==> src/rtl/csf_pkg.sv <==
package csf_pkg;
   // Register address of the condition state register in the register file.
   localparam logic [7:0] CPU_CONDITION_STATE_ADDR = 8'hD5;
   // Bit positions inside the register.
   localparam int CARRY_BIT = 7;
   localparam int ZERO_BIT = 6;
   localparam int SIGN_BIT = 5;
   localparam int OVFL_BIT = 4;
   localparam int DEC_BIT = 3;
   localparam int HALF_BIT = 2;
   localparam int FAST_BIT = 1;
   localparam int BANK_BIT = 0;
   // Reset value of the two control bits; the arithmetic flags start at zero here.
   localparam logic [7:0] RESET_VALUE = 8'h00;
   // Operation kinds presented by the datapath.
   typedef enum logic [1:0] {
      CSF_OP_NONE,
      CSF_OP_ADD,
      CSF_OP_SUB,
      CSF_OP_LOGIC
   } csf_op_t;
endpackage

==> src/rtl/csf_status_flags.sv <==
// Operation
// RULE_01: Carry set on carry or borrow at top.
// RULE_02: Zero set when result is zero.
// RULE_03: Sign copies result bit 7.
// RULE_04: Overflow set when signed range exceeded.
// RULE_05: Decimal flag: zero add, one subtract.
// RULE_06: Half-carry set on bit 3 carry/borrow.
// RULE_07: Fast status reads one during fast service.
// RULE_08: Fast status zero during return; read-only.
// RULE_09: Bank bit selects bank, software writable.
// RULE_10: Reached only by direct register addressing.
// RULE_11: Reset clears fast and bank bits.
// RULE_12: Software write wins over flag update.
`timescale 1ns/1ps
`default_nettype none
module csf_status_flags (
   input wire logic CLK, // 40 MHz CPU clock.
   input wire logic RST_N, // Asynchronous reset, active low.
   input wire logic [1:0] OP_KIND, // Operation kind, csf_op_t coding.
   input wire logic [7:0] OP_A, // First operand.
   input wire logic [7:0] OP_B, // Second operand.
   input wire logic OP_CARRY_IN, // Carry or borrow in for add or subtract with carry.
   input wire logic OP_VALID, // One-cycle strobe: apply the operation result to the flags.
   input wire logic FAST_ENTER, // Pulse: fast interrupt service starts.
   input wire logic FAST_RETURN, // Pulse: interrupt return begins.
   input wire logic REG_WR, // Register write strobe.
   input wire logic REG_RD, // Register read strobe.
   input wire logic REG_DIRECT, // High when the access uses direct register addressing.
   input wire logic [7:0] REG_ADDR, // Register address.
   input wire logic [7:0] REG_WDATA, // Register write data.
   output logic [7:0] REG_RDATA, // Read data, registered.
   output logic REG_HIT, // Read data valid, registered pulse.
   output logic [7:0] RESULT, // Operation result, registered.
   output logic BANK_SEL // Selected register bank, registered.
);

   // Current flag register, one flop group per concern so each has a single driver.
   logic [7:2] arith_reg; // Result flags, carry down to half-carry.
   logic fast_reg; // Fast service status, read-only to software.
   logic bank_reg; // Register bank select.
   logic [7:0] flags_reg; // Whole register as software sees it.
   logic [7:0] flags_next;
   logic [8:0] sum9;
   logic [4:0] sum5;
   logic [7:0] res;
   logic sel_wr;
   logic sel_rd;
   csf_pkg::csf_op_t op;

   // Only a direct access to the exact address reaches the register.
   // RULE_10: direct addressing decode
   function automatic logic hit(input logic direct, input logic [7:0] addr);
      hit = direct && (addr == csf_pkg::CPU_CONDITION_STATE_ADDR);
   endfunction

   assign sel_wr = REG_WR && hit(REG_DIRECT, REG_ADDR);
   assign sel_rd = REG_RD && hit(REG_DIRECT, REG_ADDR);
   assign op = csf_pkg::csf_op_t'(OP_KIND);
   // The three flop groups are joined here so reads and checks see one register.
   assign flags_reg = {arith_reg, fast_reg, bank_reg};

   // Arithmetic is done with one extra bit so the carry and borrow fall out of the top.
   always_comb begin
      sum9 = 9'h000;
      sum5 = 5'h00;
      res = OP_A & OP_B;
      case (op)
         csf_pkg::CSF_OP_ADD: begin
            sum9 = {1'b0, OP_A} + {1'b0, OP_B} + {8'h00, OP_CARRY_IN};
            sum5 = {1'b0, OP_A[3:0]} + {1'b0, OP_B[3:0]} + {4'h0, OP_CARRY_IN};
            res = sum9[7:0];
         end
         csf_pkg::CSF_OP_SUB: begin
            sum9 = {1'b0, OP_A} - {1'b0, OP_B} - {8'h00, OP_CARRY_IN};
            sum5 = {1'b0, OP_A[3:0]} - {1'b0, OP_B[3:0]} - {4'h0, OP_CARRY_IN};
            res = sum9[7:0];
         end
         default: begin
            res = OP_A & OP_B;
         end
      endcase
   end

   // Next flag value; logic operations leave carry, half-carry and decimal alone.
   always_comb begin
      flags_next = flags_reg;
      // RULE_02: zero detect
      flags_next[csf_pkg::ZERO_BIT] = (res == 8'h00);
      // RULE_03: sign copy
      flags_next[csf_pkg::SIGN_BIT] = res[7];
      flags_next[csf_pkg::OVFL_BIT] = 1'b0;
      if (op == csf_pkg::CSF_OP_ADD) begin
         // RULE_01: carry out
         flags_next[csf_pkg::CARRY_BIT] = sum9[8];
         // RULE_04: signed overflow add
         flags_next[csf_pkg::OVFL_BIT] = (OP_A[7] == OP_B[7]) && (res[7] != OP_A[7]);
         // RULE_05: add marks zero
         flags_next[csf_pkg::DEC_BIT] = 1'b0;
         // RULE_06: half carry
         flags_next[csf_pkg::HALF_BIT] = sum5[4];
      end else if (op == csf_pkg::CSF_OP_SUB) begin
         // RULE_01: borrow out
         flags_next[csf_pkg::CARRY_BIT] = sum9[8];
         // RULE_04: signed overflow subtract
         flags_next[csf_pkg::OVFL_BIT] = (OP_A[7] != OP_B[7]) && (res[7] != OP_A[7]);
         // RULE_05: subtract marks one
         flags_next[csf_pkg::DEC_BIT] = 1'b1;
         // RULE_06: half borrow
         flags_next[csf_pkg::HALF_BIT] = sum5[4];
      end
   end

   // Arithmetic flags: a software write takes priority over a same-cycle update.
   always_ff @(posedge CLK or negedge RST_N) begin
      if (!RST_N) begin
         arith_reg <= csf_pkg::RESET_VALUE[7:2];
      end else if (sel_wr) begin
         // RULE_12: write wins
         arith_reg <= REG_WDATA[7:2];
      end else if (OP_VALID && op != csf_pkg::CSF_OP_NONE) begin
         arith_reg <= flags_next[7:2];
      end
   end

   // Fast service status follows the interrupt controller only; writes are ignored.
   always_ff @(posedge CLK or negedge RST_N) begin
      if (!RST_N) begin
         // RULE_11: reset clears status
         fast_reg <= csf_pkg::RESET_VALUE[csf_pkg::FAST_BIT];
      end else if (FAST_RETURN) begin
         // RULE_08: return clears status
         fast_reg <= 1'b0;
      end else if (FAST_ENTER) begin
         // RULE_07: fast service sets
         fast_reg <= 1'b1;
      end
   end

   // Bank select is plain software state.
   always_ff @(posedge CLK or negedge RST_N) begin
      if (!RST_N) begin
         // RULE_11: reset clears bank
         bank_reg <= csf_pkg::RESET_VALUE[csf_pkg::BANK_BIT];
      end else if (sel_wr) begin
         // RULE_09: bank write
         bank_reg <= REG_WDATA[csf_pkg::BANK_BIT];
      end
   end

   // Registered outputs; a read returns the value held before this edge.
   always_ff @(posedge CLK or negedge RST_N) begin
      if (!RST_N) begin
         REG_RDATA <= 8'h00;
         REG_HIT <= 1'b0;
         RESULT <= 8'h00;
         BANK_SEL <= 1'b0;
      end else begin
         REG_HIT <= sel_rd;
         REG_RDATA <= sel_rd ? flags_reg : 8'h00;
         RESULT <= (OP_VALID && op != csf_pkg::CSF_OP_NONE) ? res : RESULT;
         BANK_SEL <= sel_wr ? REG_WDATA[csf_pkg::BANK_BIT] : flags_reg[csf_pkg::BANK_BIT];
      end
   end
endmodule
`default_nettype wire

==> config.mk <==
export PLATFORM = sky130hd
export DESIGN_NAME = csf_status_flags
export DESIGN_NICKNAME = d
export VERILOG_FILES = /design/src/rtl/csf_pkg.sv /design/src/rtl/csf_status_flags.sv
export SDC_FILE = /design/constraint.sdc
export NUM_CORES = 1
export LEC_CHECK = 0
export ABC_AREA = 0
export BUFFER_PORTS_ARGS = -buffer_cell sky130_fd_sc_hd__buf_2
export CORE_MARGIN = 8
export CORE_UTILIZATION = 50
export DETAILED_ROUTE_END_ITERATION = 8
export GPL_ROUTABILITY_DRIVEN = 0
export HOLD_SLACK_MARGIN = 0.06
export PLACE_DENSITY_LB_ADDON = 0.3
export SYNTH_ARGS = -nofsm -noshare
export SYNTH_HDL_FRONTEND = slang
export SYNTH_SLANG_ARGS = --single-unit
==> constraint.sdc <==
create_clock -name CLK -period 2 [get_ports CLK]
set_input_delay 0.2 -clock CLK [delete_from_list [all_inputs] [get_ports CLK]]
set_output_delay 0.2 -clock CLK [all_outputs]
set_load 0.05 [all_outputs]
### Word level (Yosys, flattened, before mapping)

Index checks and enable logic that the tools add are counted.

| operators by class | value |
|---|---|
| muxes and demuxes | 12 |
| $add $sub $neg | 8 |
| bitwise operators | 1 |
| eq/ne operators | 6 |
| reduce and logical (&&, ||, !) cells | 12 |

Operators with widths:

| cell | number |
|---|---|
| 8-bit case mux with 2 select lines | 1 |
| 6-bit 2-to-1 mux | 2 |
| 8-bit by 8-bit adder with 9-bit output | 1 |
| 9-bit by 1-bit adder with 9-bit output | 1 |
| 9-bit 2-to-1 mux | 1 |
| 8-bit by 8-bit subtractor with 9-bit output | 1 |
| 9-bit by 1-bit subtractor with 9-bit output | 1 |
| 8-bit bitwise AND | 1 |
| 8-bit equality test (second input constant) | 1 |
| 8-bit logical NOT | 1 |
| 8-bit 2-to-1 mux | 1 |
| 1-bit logical AND | 6 |
| 3-bit 2-to-1 mux | 2 |
| 2-bit nonzero test | 3 |
| 4-bit by 4-bit adder with 5-bit output | 1 |
| 5-bit by 1-bit adder with 5-bit output | 1 |
| 5-bit 2-to-1 mux | 1 |
| 4-bit by 4-bit subtractor with 5-bit output | 1 |
| 5-bit by 1-bit subtractor with 5-bit output | 1 |
| 1-bit 2-to-1 mux | 4 |
| 3-bit nonzero test | 1 |
| 2-bit by 1-bit equality test with 1-bit output (second input constant) | 1 |
| 2-bit equality test (second input constant) | 1 |
| 1-bit inequality test | 2 |
| other kinds (2) | 2 |

| storage, ports and cells | value |
|---|---|
| bits of input ports | 43 |
| flip-flop bits (word level) | 25 |
| word-level logic and storage cells | 46 |

### Logic depth before layout (Yosys ltp)

Gate-level depths: netlist of the first run.

| depth | value |
|---|---|
| depth after elaboration | 9 |
| depth in mapped cells | 11 |

### Worst setup path before layout of the first run

No wires, ideal clock.

| timing path | value |
|---|---|
| path kind | input to register |
| start | in OP_A[0] |
| end | reg arith_reg[6] (netlist bit) |
| slack | -0.395 ns |
| setup time | 0.104 ns |
| path buffers | 0 |
| required time | 1.896 ns |
| arrival time | 2.291 ns |
| stages | 10 |
| cell sequence | fa_1 inv_1 ha_1 o21ai_0 a21oi_2 o21a_1 o21ai_1 o31ai_1 a311o_1 o41ai_2 |

| on the way | value |
|---|---|
| cells in the longest elaborated chain, start to end | 6 |

Ends and longest elaborated chain:

| what | RTL line | RTL |
|---|---|---|
| start: declaration | csf_status_flags.sv:20 | `input wire logic [7:0] OP_A,` |
| 8-bit by 8-bit subtractor with 9-bit output / 8-bit by 8-bit adder with 9-bit output (equally long branches) | csf_status_flags.sv:74, csf_status_flags.sv:69 |  |
| 9-bit by 1-bit subtractor with 9-bit output / 9-bit by 1-bit adder with 9-bit output (equally long branches) | csf_status_flags.sv:74, csf_status_flags.sv:69 |  |
| 8-bit case mux with 2 select lines (*) | csf_status_flags.sv:67 | `case (op)` |
| 8-bit logical NOT (*) | csf_status_flags.sv:88 | `flags_next[csf_pkg::ZERO_BIT] = (res == 8'h00);` |
| 6-bit 2-to-1 mux (*) | csf_status_flags.sv:120 | `end else if (OP_VALID && op != csf_pkg::CSF_OP_NONE) begin` |
| 6-bit 2-to-1 mux (*) | csf_status_flags.sv:117 | `end else if (sel_wr) begin` |
| end signal: assignment | csf_status_flags.sv:116 | `arith_reg <= csf_pkg::RESET_VALUE[7:2];` |
| end signal: assignment | csf_status_flags.sv:119 | `arith_reg <= REG_WDATA[7:2];` |
| end signal: assignment | csf_status_flags.sv:121 | `arith_reg <= flags_next[7:2];` |
| end: declaration | csf_status_flags.sv:38 | `logic [7:2] arith_reg;` |

Mark *: on every way between the ends. The rest lies on a longest branch, timed or not. The select of a mux whose other input is x is not followed.
A chain may end at the register's enable or synchronous reset.

### Worst setup path after layout of the first run

| timing path | value |
|---|---|
| start | in OP_CARRY_IN |
| end | reg RESULT[5] |

| on the way | value |
|---|---|
| cells in the longest elaborated chain, start to end | 2 |

Ends and longest elaborated chain:

| what | RTL line | RTL |
|---|---|---|
| start: declaration | csf_status_flags.sv:22 | `input wire logic OP_CARRY_IN,` |
| 9-bit by 1-bit subtractor with 9-bit output / 9-bit by 1-bit adder with 9-bit output (equally long branches) | csf_status_flags.sv:74, csf_status_flags.sv:69 |  |
| 8-bit case mux with 2 select lines (*) | csf_status_flags.sv:67 |  |
| end signal: assignment | csf_status_flags.sv:160 | `RESULT <= (OP_VALID && op != csf_pkg::CSF_OP_NONE) ? res : RESULT;` |
| end: declaration | csf_status_flags.sv:33 | `output logic [7:0] RESULT,` |

Mark *: on every way between the ends. The rest lies on a longest branch, timed or not.

==> results of run 1 <==
cells in the mapped netlist, types with 2 or more instances:
cell	n	area share, %
mux2_2	2	1.1
nand3_1	5	1.2
nor2_1	16	2.9
buf_6	2	1.1
o21ai_0	13	3.1
a31oi_1	2	0.60
o22ai_1	2	0.60
a22oi_1	2	0.72
xor2_1	2	0.84
a221oi_1	2	0.84
and2_1	3	0.90
a21oi_1	13	3.1
nand2_1	27	4.8
fa_1	4	3.8
inv_1	29	5.2
o211ai_1	2	0.72
and2b_1	2	0.72
ha_1	25	15
nor2b_1	5	1.5
clkbuf_1	3	0.54
dfrtp_1	25	30
and3_1	11	3.3
o21a_1	3	1.1
nand2b_1	2	0.60
xnor2_1	10	4.2
through the flow:
step	setup slack (ns)	hold WS (ns)	instances
floorplan	-0.225	-0.0956	241
global placement	-0.442	0.209	394
detailed placement	-0.519	0.212	394
CTS	-0.204	0.0682	401
global route	-0.269	0.0649	402
finish	-0.196	0.0645	402
logic make-up (layout without fill, tap and decap cells):
logic type	Yosys count	after routing	synth area share, %
mux	3	3	1.55
fa+ha+maj	29	29	18.8
compound gates	57	57	18.7
flops	25	25	29.9
simple gates	78	78	18.3
xor+xnor	12	12	5.02
buf+inv	37	148	7.77
path summary, 6_finish.rpt:
path | cells after the start | slack [ns] | from | end
setup / recovery | 11 | -0.20 | OP_CARRY_IN | RESULT[5]$_DFFE_PN0P_
min in group asynchronous | 2 | 0.43 | RST_N | RESULT[7]$_DFFE_PN0P_
max in group asynchronous | 2 | 1.19 | RST_N | arith_reg[6]$_DFFE_PN0P_
hold / removal | 2 | 0.06 | FAST_RETURN | fast_reg$_DFFE_PN0P_
hold reg to reg | 2 | 0.48 | RESULT[1]$_DFFE_PN0P_ | RESULT[1]$_DFFE_PN0P_
setup reg to reg | 3 | 1.02 | arith_reg[2]$_DFFE_PN0P_ | arith_reg[2]$_DFFE_PN0P_
layer usage:
metal  up-vias  share of wire (%)  GRT usage, %
li1       1044                  -             -
met1      1028                 37          19.1
met2        82                 53          35.9
met3        17                8.1          4.13
met4         0                2.1          7.14
met5         -                  0             0
report_power, final:
part,leakage [nW],switching [mW],internal [mW]
logic,1.25,0.462,0.387
registers,0.329,0.0325,0.557
clock network,0.0217,0.172,0.142
repair_timing:
item                                    in CTS  in global routing
hold buffers                                 1                  0
endpoints found under the setup margin       8                  8
resized for setup                           12                  3
setup buffers                                2                  1
pin swaps                                   10                  5
endpoints found under the hold margin       25                  0
area by class of cell:
| class | count | share of cell area, % |
|---|---|---|
| multi-input cells | 179 | 46.8 |
| repair buffers | 115 | 24.7 |
| flip-flops and latches | 25 | 21.1 |
| inverters | 29 | 3.67 |
| well taps | 50 | 2.11 |
| clock buffers | 3 | 1.39 |
| clock inverters | 1 | 0.253 |
==> flow_summary.ini, run 1 <==
[status]
outcome = finished with violations
violations = negative setup slack

[setup_path]
cp.buffers_inverters = 2
cpPeakStageDelay_ns = 0.59
critPathCaptureType = flop
start_kind = primary input
crit_family = compound AO/OA/AOI/OAI gates
crit_slowest_cell = fa_2
critPathMaxFanout = 3
cp.arrival_ns = 2.36
path_class = in -> reg
required_ns = 2.16
crit_path_cell_trace = buf_6, fa_2, inv_2, ha_4, o21ai_4, a21oi_4, o21a_1, o21ai_1, o31ai_1, a311o_1, mux2_4

[logic_synthesis]
synth_seq_cells = 25
synth_area_um2 = 2090
synth_nets = 313
synth_ff_type = dfrtp_1
async_flop_share_pct = 100
ys_types = 54
synthCells = 241
synth_edf_count = 0
syn_area_per_cell_um2 = 8.68
ys_warn_count = 0
synth-seq-area-share_pct = 29.9

[final_layout]
regArea_um2 = 626
fin_area_um2 = 2970
fillers = 302
final_cell_mix = 56 x buf_2, 56 x buf_4, 28 x inv_1, 27 x nand2_1, 25 x dfrtp_1
syn2layout_area_growth_pct = 41.7
antennaDiodeCount = 0
fin_nets = 425
final_layout_size_suffix_gt1_share_pct = 39.5
final_util_pct = 73.6
multiInputGateArea_um2 = 1390

[sta]
tightest_slew_ns = 0.547
slew_headroom_pct = 63.6
tns_ns = -0.842
post-route-period-util_pct = 110
clock_skew_ns = 0.0119
final.setup.worst_slack_ns = -0.196
fmax_mhz = 455
finalCriticalPeriod_ns = 2.20
rsz0062_at_grt = yes
finalMaxSlewViolations = 0
hold_viol_final = 0
setup_viol = 6

[routing]
via_per_inst = 5.40
drt_first_pass_iters = 4
routed_wl_mm = 6.18
wire_per_inst_um = 15.4
vias = 2171
drc = 0
drtIter0Drc = 129
drtAntennaViolNets = 0

[floorplan]
die_x_um = 80.7
initial_core_util_pct = 51.9
io_pins = 61
core-area_um2 = 4030
die_area_um2 = 6510
rows = 23
fp.dieH_um = 80.7

[placed_design]
numPortBuffers = 59
placed_area_um2 = 2820
dpl.hpwl_mm = 4.91

[run]
maxCapViolCount = 0

[pwr]
ir_drop_uv = 346
pwr_density_cell_nw_per_um2 = 591
totalPowerFinal_mw = 1.75
p_leak_nw = 1.60

[global_routing]
grt_pass1_wl_mm = 9.92
grt_max_degree = 26
grt_pass1_vias = 2261
overflow = 0
grt_usage_pct = 18.8
grt_antenna_before_repair = 0

[clock_tree]
worstSkewPairLatency_ns = 0.28
clk_pin_slew_ns = 0.10
cts_tree = yes
clk_path_buf_depth = 2
cts_made_buffers = 3
cts.sinks = 25
htreeDepth = 1
cts_root_buf = clkbuf_8

[worst_hold_path]
min_path_type = in -> reg
(Power assumes the default switching activity.)
==> run 2, diff against run 1 <==
- ABC_AREA: 0 -> 1
==> flow_summary.ini, run 2 <==
[routing]
vias = 2247
dr_wl_met3_um = 338
drt-met1-wl_mm = 2.32
wire_per_inst_um = 11.7
route.met2.wl_mm = 2.66
drtAntennaViolNets = 0
drt_first_pass_iters = 4
routed.top_layer = met4
drtIter0Drc = 97
via_per_inst = 4.88
routed_wl_mm = 5.39
drc = 0

[final_layout]
final_layout_size_suffix_gt1_share_pct = 26.2
final_cell_mix = 80 x nand2_1, 62 x inv_1, 59 x buf_2, 32 x nor2_1, 28 x nand3_1
antennaDiodeCount = 0
fin_nets = 481
fillers = 426
multiInputGateArea_um2 = 1370
syn2layout_area_growth_pct = 23.2
regArea_um2 = 626
mostFrequentLayoutCell = nand2_1

[pwr]
clock_power_share_pct = 18.6
pwr_density_cell_nw_per_um2 = 574
p_int_mw = 0.977
p_seq_share_pct = 35.6
p_leak_nw = 1.66
p_switching_mw = 0.647
swShare_pct = 39.9
ir_drop_uv = 219
pwr-share-comb_pct = 45.8

[floorplan]
rows = 24
die_area_um2 = 7010
core-area_um2 = 4380
die_x_um = 83.7
initial_core_util_pct = 52.3
io_pins = 61
fp.dieH_um = 83.7

[logic_synthesis]
async_flop_share_pct = 100
synthCells = 328
synth_most_common_cell = nand2_1
synth-seq-area-share_pct = 27.3
synth_edf_count = 0
synth_ff_type = dfrtp_1
ys_types = 31
synth_seq_cells = 25
ys_warn_count = 0
synth_area_um2 = 2290
ys_top_cells_by_count = 80 x nand2_1, 62 x inv_1, 32 x nor2_1
yosys.area.top_type = dfrtp_1
syn_area_per_cell_um2 = 6.99
synth_nets = 400
synthTopCellsByArea = dfrtp_1 27%, ha_1 14%, nand2_1 13%
yosys.area.top_type_share_pct = 27.3

[setup_path]
regToRegEndpoint = arith_reg[6]$_DFFE_PN0P_
cpPeakStageDelay_ns = 0.58
required_ns = 2.17
r2r_cells = 4
start_kind = primary input
path_common_cell = nand2_1
cp.arrival_ns = 2.01
critPathCaptureType = flop
path_class = in -> reg
regToRegStartpoint = arith_reg[6]$_DFFE_PN0P_
crit_path_cell_trace = buf_2, fa_1, inv_1, ha_1, inv_1, nand2_1, nand2_1, nand2_1, nand2_1, nand2_1, o21ai_0, nand2_1, nand2_1, nor2_1, nand4_1, nand2_1
crit_slowest_cell = fa_1
regToRegSetupSlack_ns = 1.28
critPathMaxFanout = 3

[sta]
final.setup.worst_slack_ns = 0.162
tightest_slew_ns = 0.546
fmax_mhz = 544
finalCriticalPeriod_ns = 1.84
clock_skew_ns = 0.00540
post-route-period-util_pct = 91.9
finalMaxSlewViolations = 0
hold_viol_final = 0
tns_ns = 0
setup_viol = 0
slew_headroom_pct = 63.6
fin_hold_ws_ns = 0.139
rsz0062_at_grt = no

[status]
outcome = complete, no violations

[global_routing]
grt_pass1_wl_mm = 9.49
grt_antenna_before_repair = 0
grt_max_degree = 26
grt_usage_pct = 15.7
overflow = 0
grt_pass1_vias = 2186

[clock_tree]
clk_path_buf_depth = 2
cts_made_buffers = 3
cts_root_buf = clkbuf_8
worstSkewPairLatency_ns = 0.27
cts_tree = yes
htreeDepth = 1
cts.sinks = 25
clk_pin_slew_ns = 0.09

[run]
maxCapViolCount = 0

[worst_hold_path]
min_path_type = in -> reg
hold_depth = 3
hold_end = bank_reg$_DFFE_PN0P_
hp-start = REG_WDATA[0]

[placed_design]
dpl.hpwl_mm = 4.56
numPortBuffers = 59
dpl_worst_slack_ns = -0.170
run 2: kinds of logic (layout without fill, tap and decap cells):
kind of cell	count (synthesis)	in the layout	share of synthesized area, %
xor+xnor	1	1	0.382
compound gates	36	36	9.22
fa+ha+maj	29	29	17.1
flops	25	25	27.3
buf+inv	72	152	13.1
simple gates	165	165	32.9
run 2: power groups by stage:
| stage | Clock, mW | Sequential (mW) | Combinational [mW] |
|---|---|---|---|
| 6_report | 0.303 | 0.578 | 0.743 |
| 5_1_grt | 0.325 | 0.584 | 0.835 |
| 4_1_cts | 0.310 | 0.578 | 0.745 |
| 3_5_place_dp | 0 | 0.588 | 0.739 |
| 3_3_place_gp | 0 | 0.586 | 0.724 |
| 2_1_floorplan | 0 | 0.689 | 0.409 |
run 2: what timing repair did:
action	CTS	global route
hold buffers	2	0
buffers inserted	0	0
hold endpoints to repair	26	0
endpoints found under the setup margin	0	2
resized for setup	0	1
run 2: layer usage:
metal	vias up	global-route usage [%]
li1	1181	-
met5	-	0
met1	1005	18.0
met3	7	3.32
met4	0	4.55
met2	54	28.2
run 2: cell type report:
| type | count | area share [%] |
|---|---|---|
| Multi-Input combinational cell | 231 | 48.5 |
| Sequential cell | 25 | 22.1 |
| Timing Repair Buffer | 81 | 16.5 |
| Inverter | 67 | 8.90 |
| Tap cell | 52 | 2.30 |
| Clock buffer | 3 | 1.46 |
| Clock inverter | 1 | 0.266 |
run 2: per-stage QoR:
step | cells | area, µm² | power, mW | utilization [%]
2_1_floorplan | 328 | 2290 | 1.10 | -
3_3_place_gp | 454 | 2760 | 1.31 | 62.8
3_5_place_dp | 454 | 2760 | 1.33 | 62.8
4_1_cts | 460 | 2820 | 1.63 | 64.4
5_1_grt | 460 | 2830 | 1.74 | 64.5
6_report | 460 | 2830 | 1.62 | 64.5
run 2: worst max path at each step:
| stage | from | to | slack (ns) | cells after the start |
|---|---|---|---|---|
| after floorplan | OP_A[4] | arith_reg[4]$_DFFE_PN0P_ | 0.16 | 14 |
| after global placement | OP_A[0] | arith_reg[6]$_DFFE_PN0P_ | -0.12 | 14 |
| after detailed placement | OP_A[0] | arith_reg[6]$_DFFE_PN0P_ | -0.17 | 14 |
| after CTS | OP_A[0] | arith_reg[6]$_DFFE_PN0P_ | 0.11 | 14 |
| after global routing | OP_B[0] | arith_reg[6]$_DFFE_PN0P_ | 0.01 | 17 |
| final | OP_CARRY_IN | arith_reg[6]$_DFFE_PN0P_ | 0.16 | 16 |
run 2: critical path: cells and delay by family:
family / cells / cell delay, ns
AOI/OAI and AO/OA: 1 / 0.18
and+or+nand+nor: 10 / 0.65
buffers and inverters: 3 / 0.21
adders and majority gates: 2 / 0.75
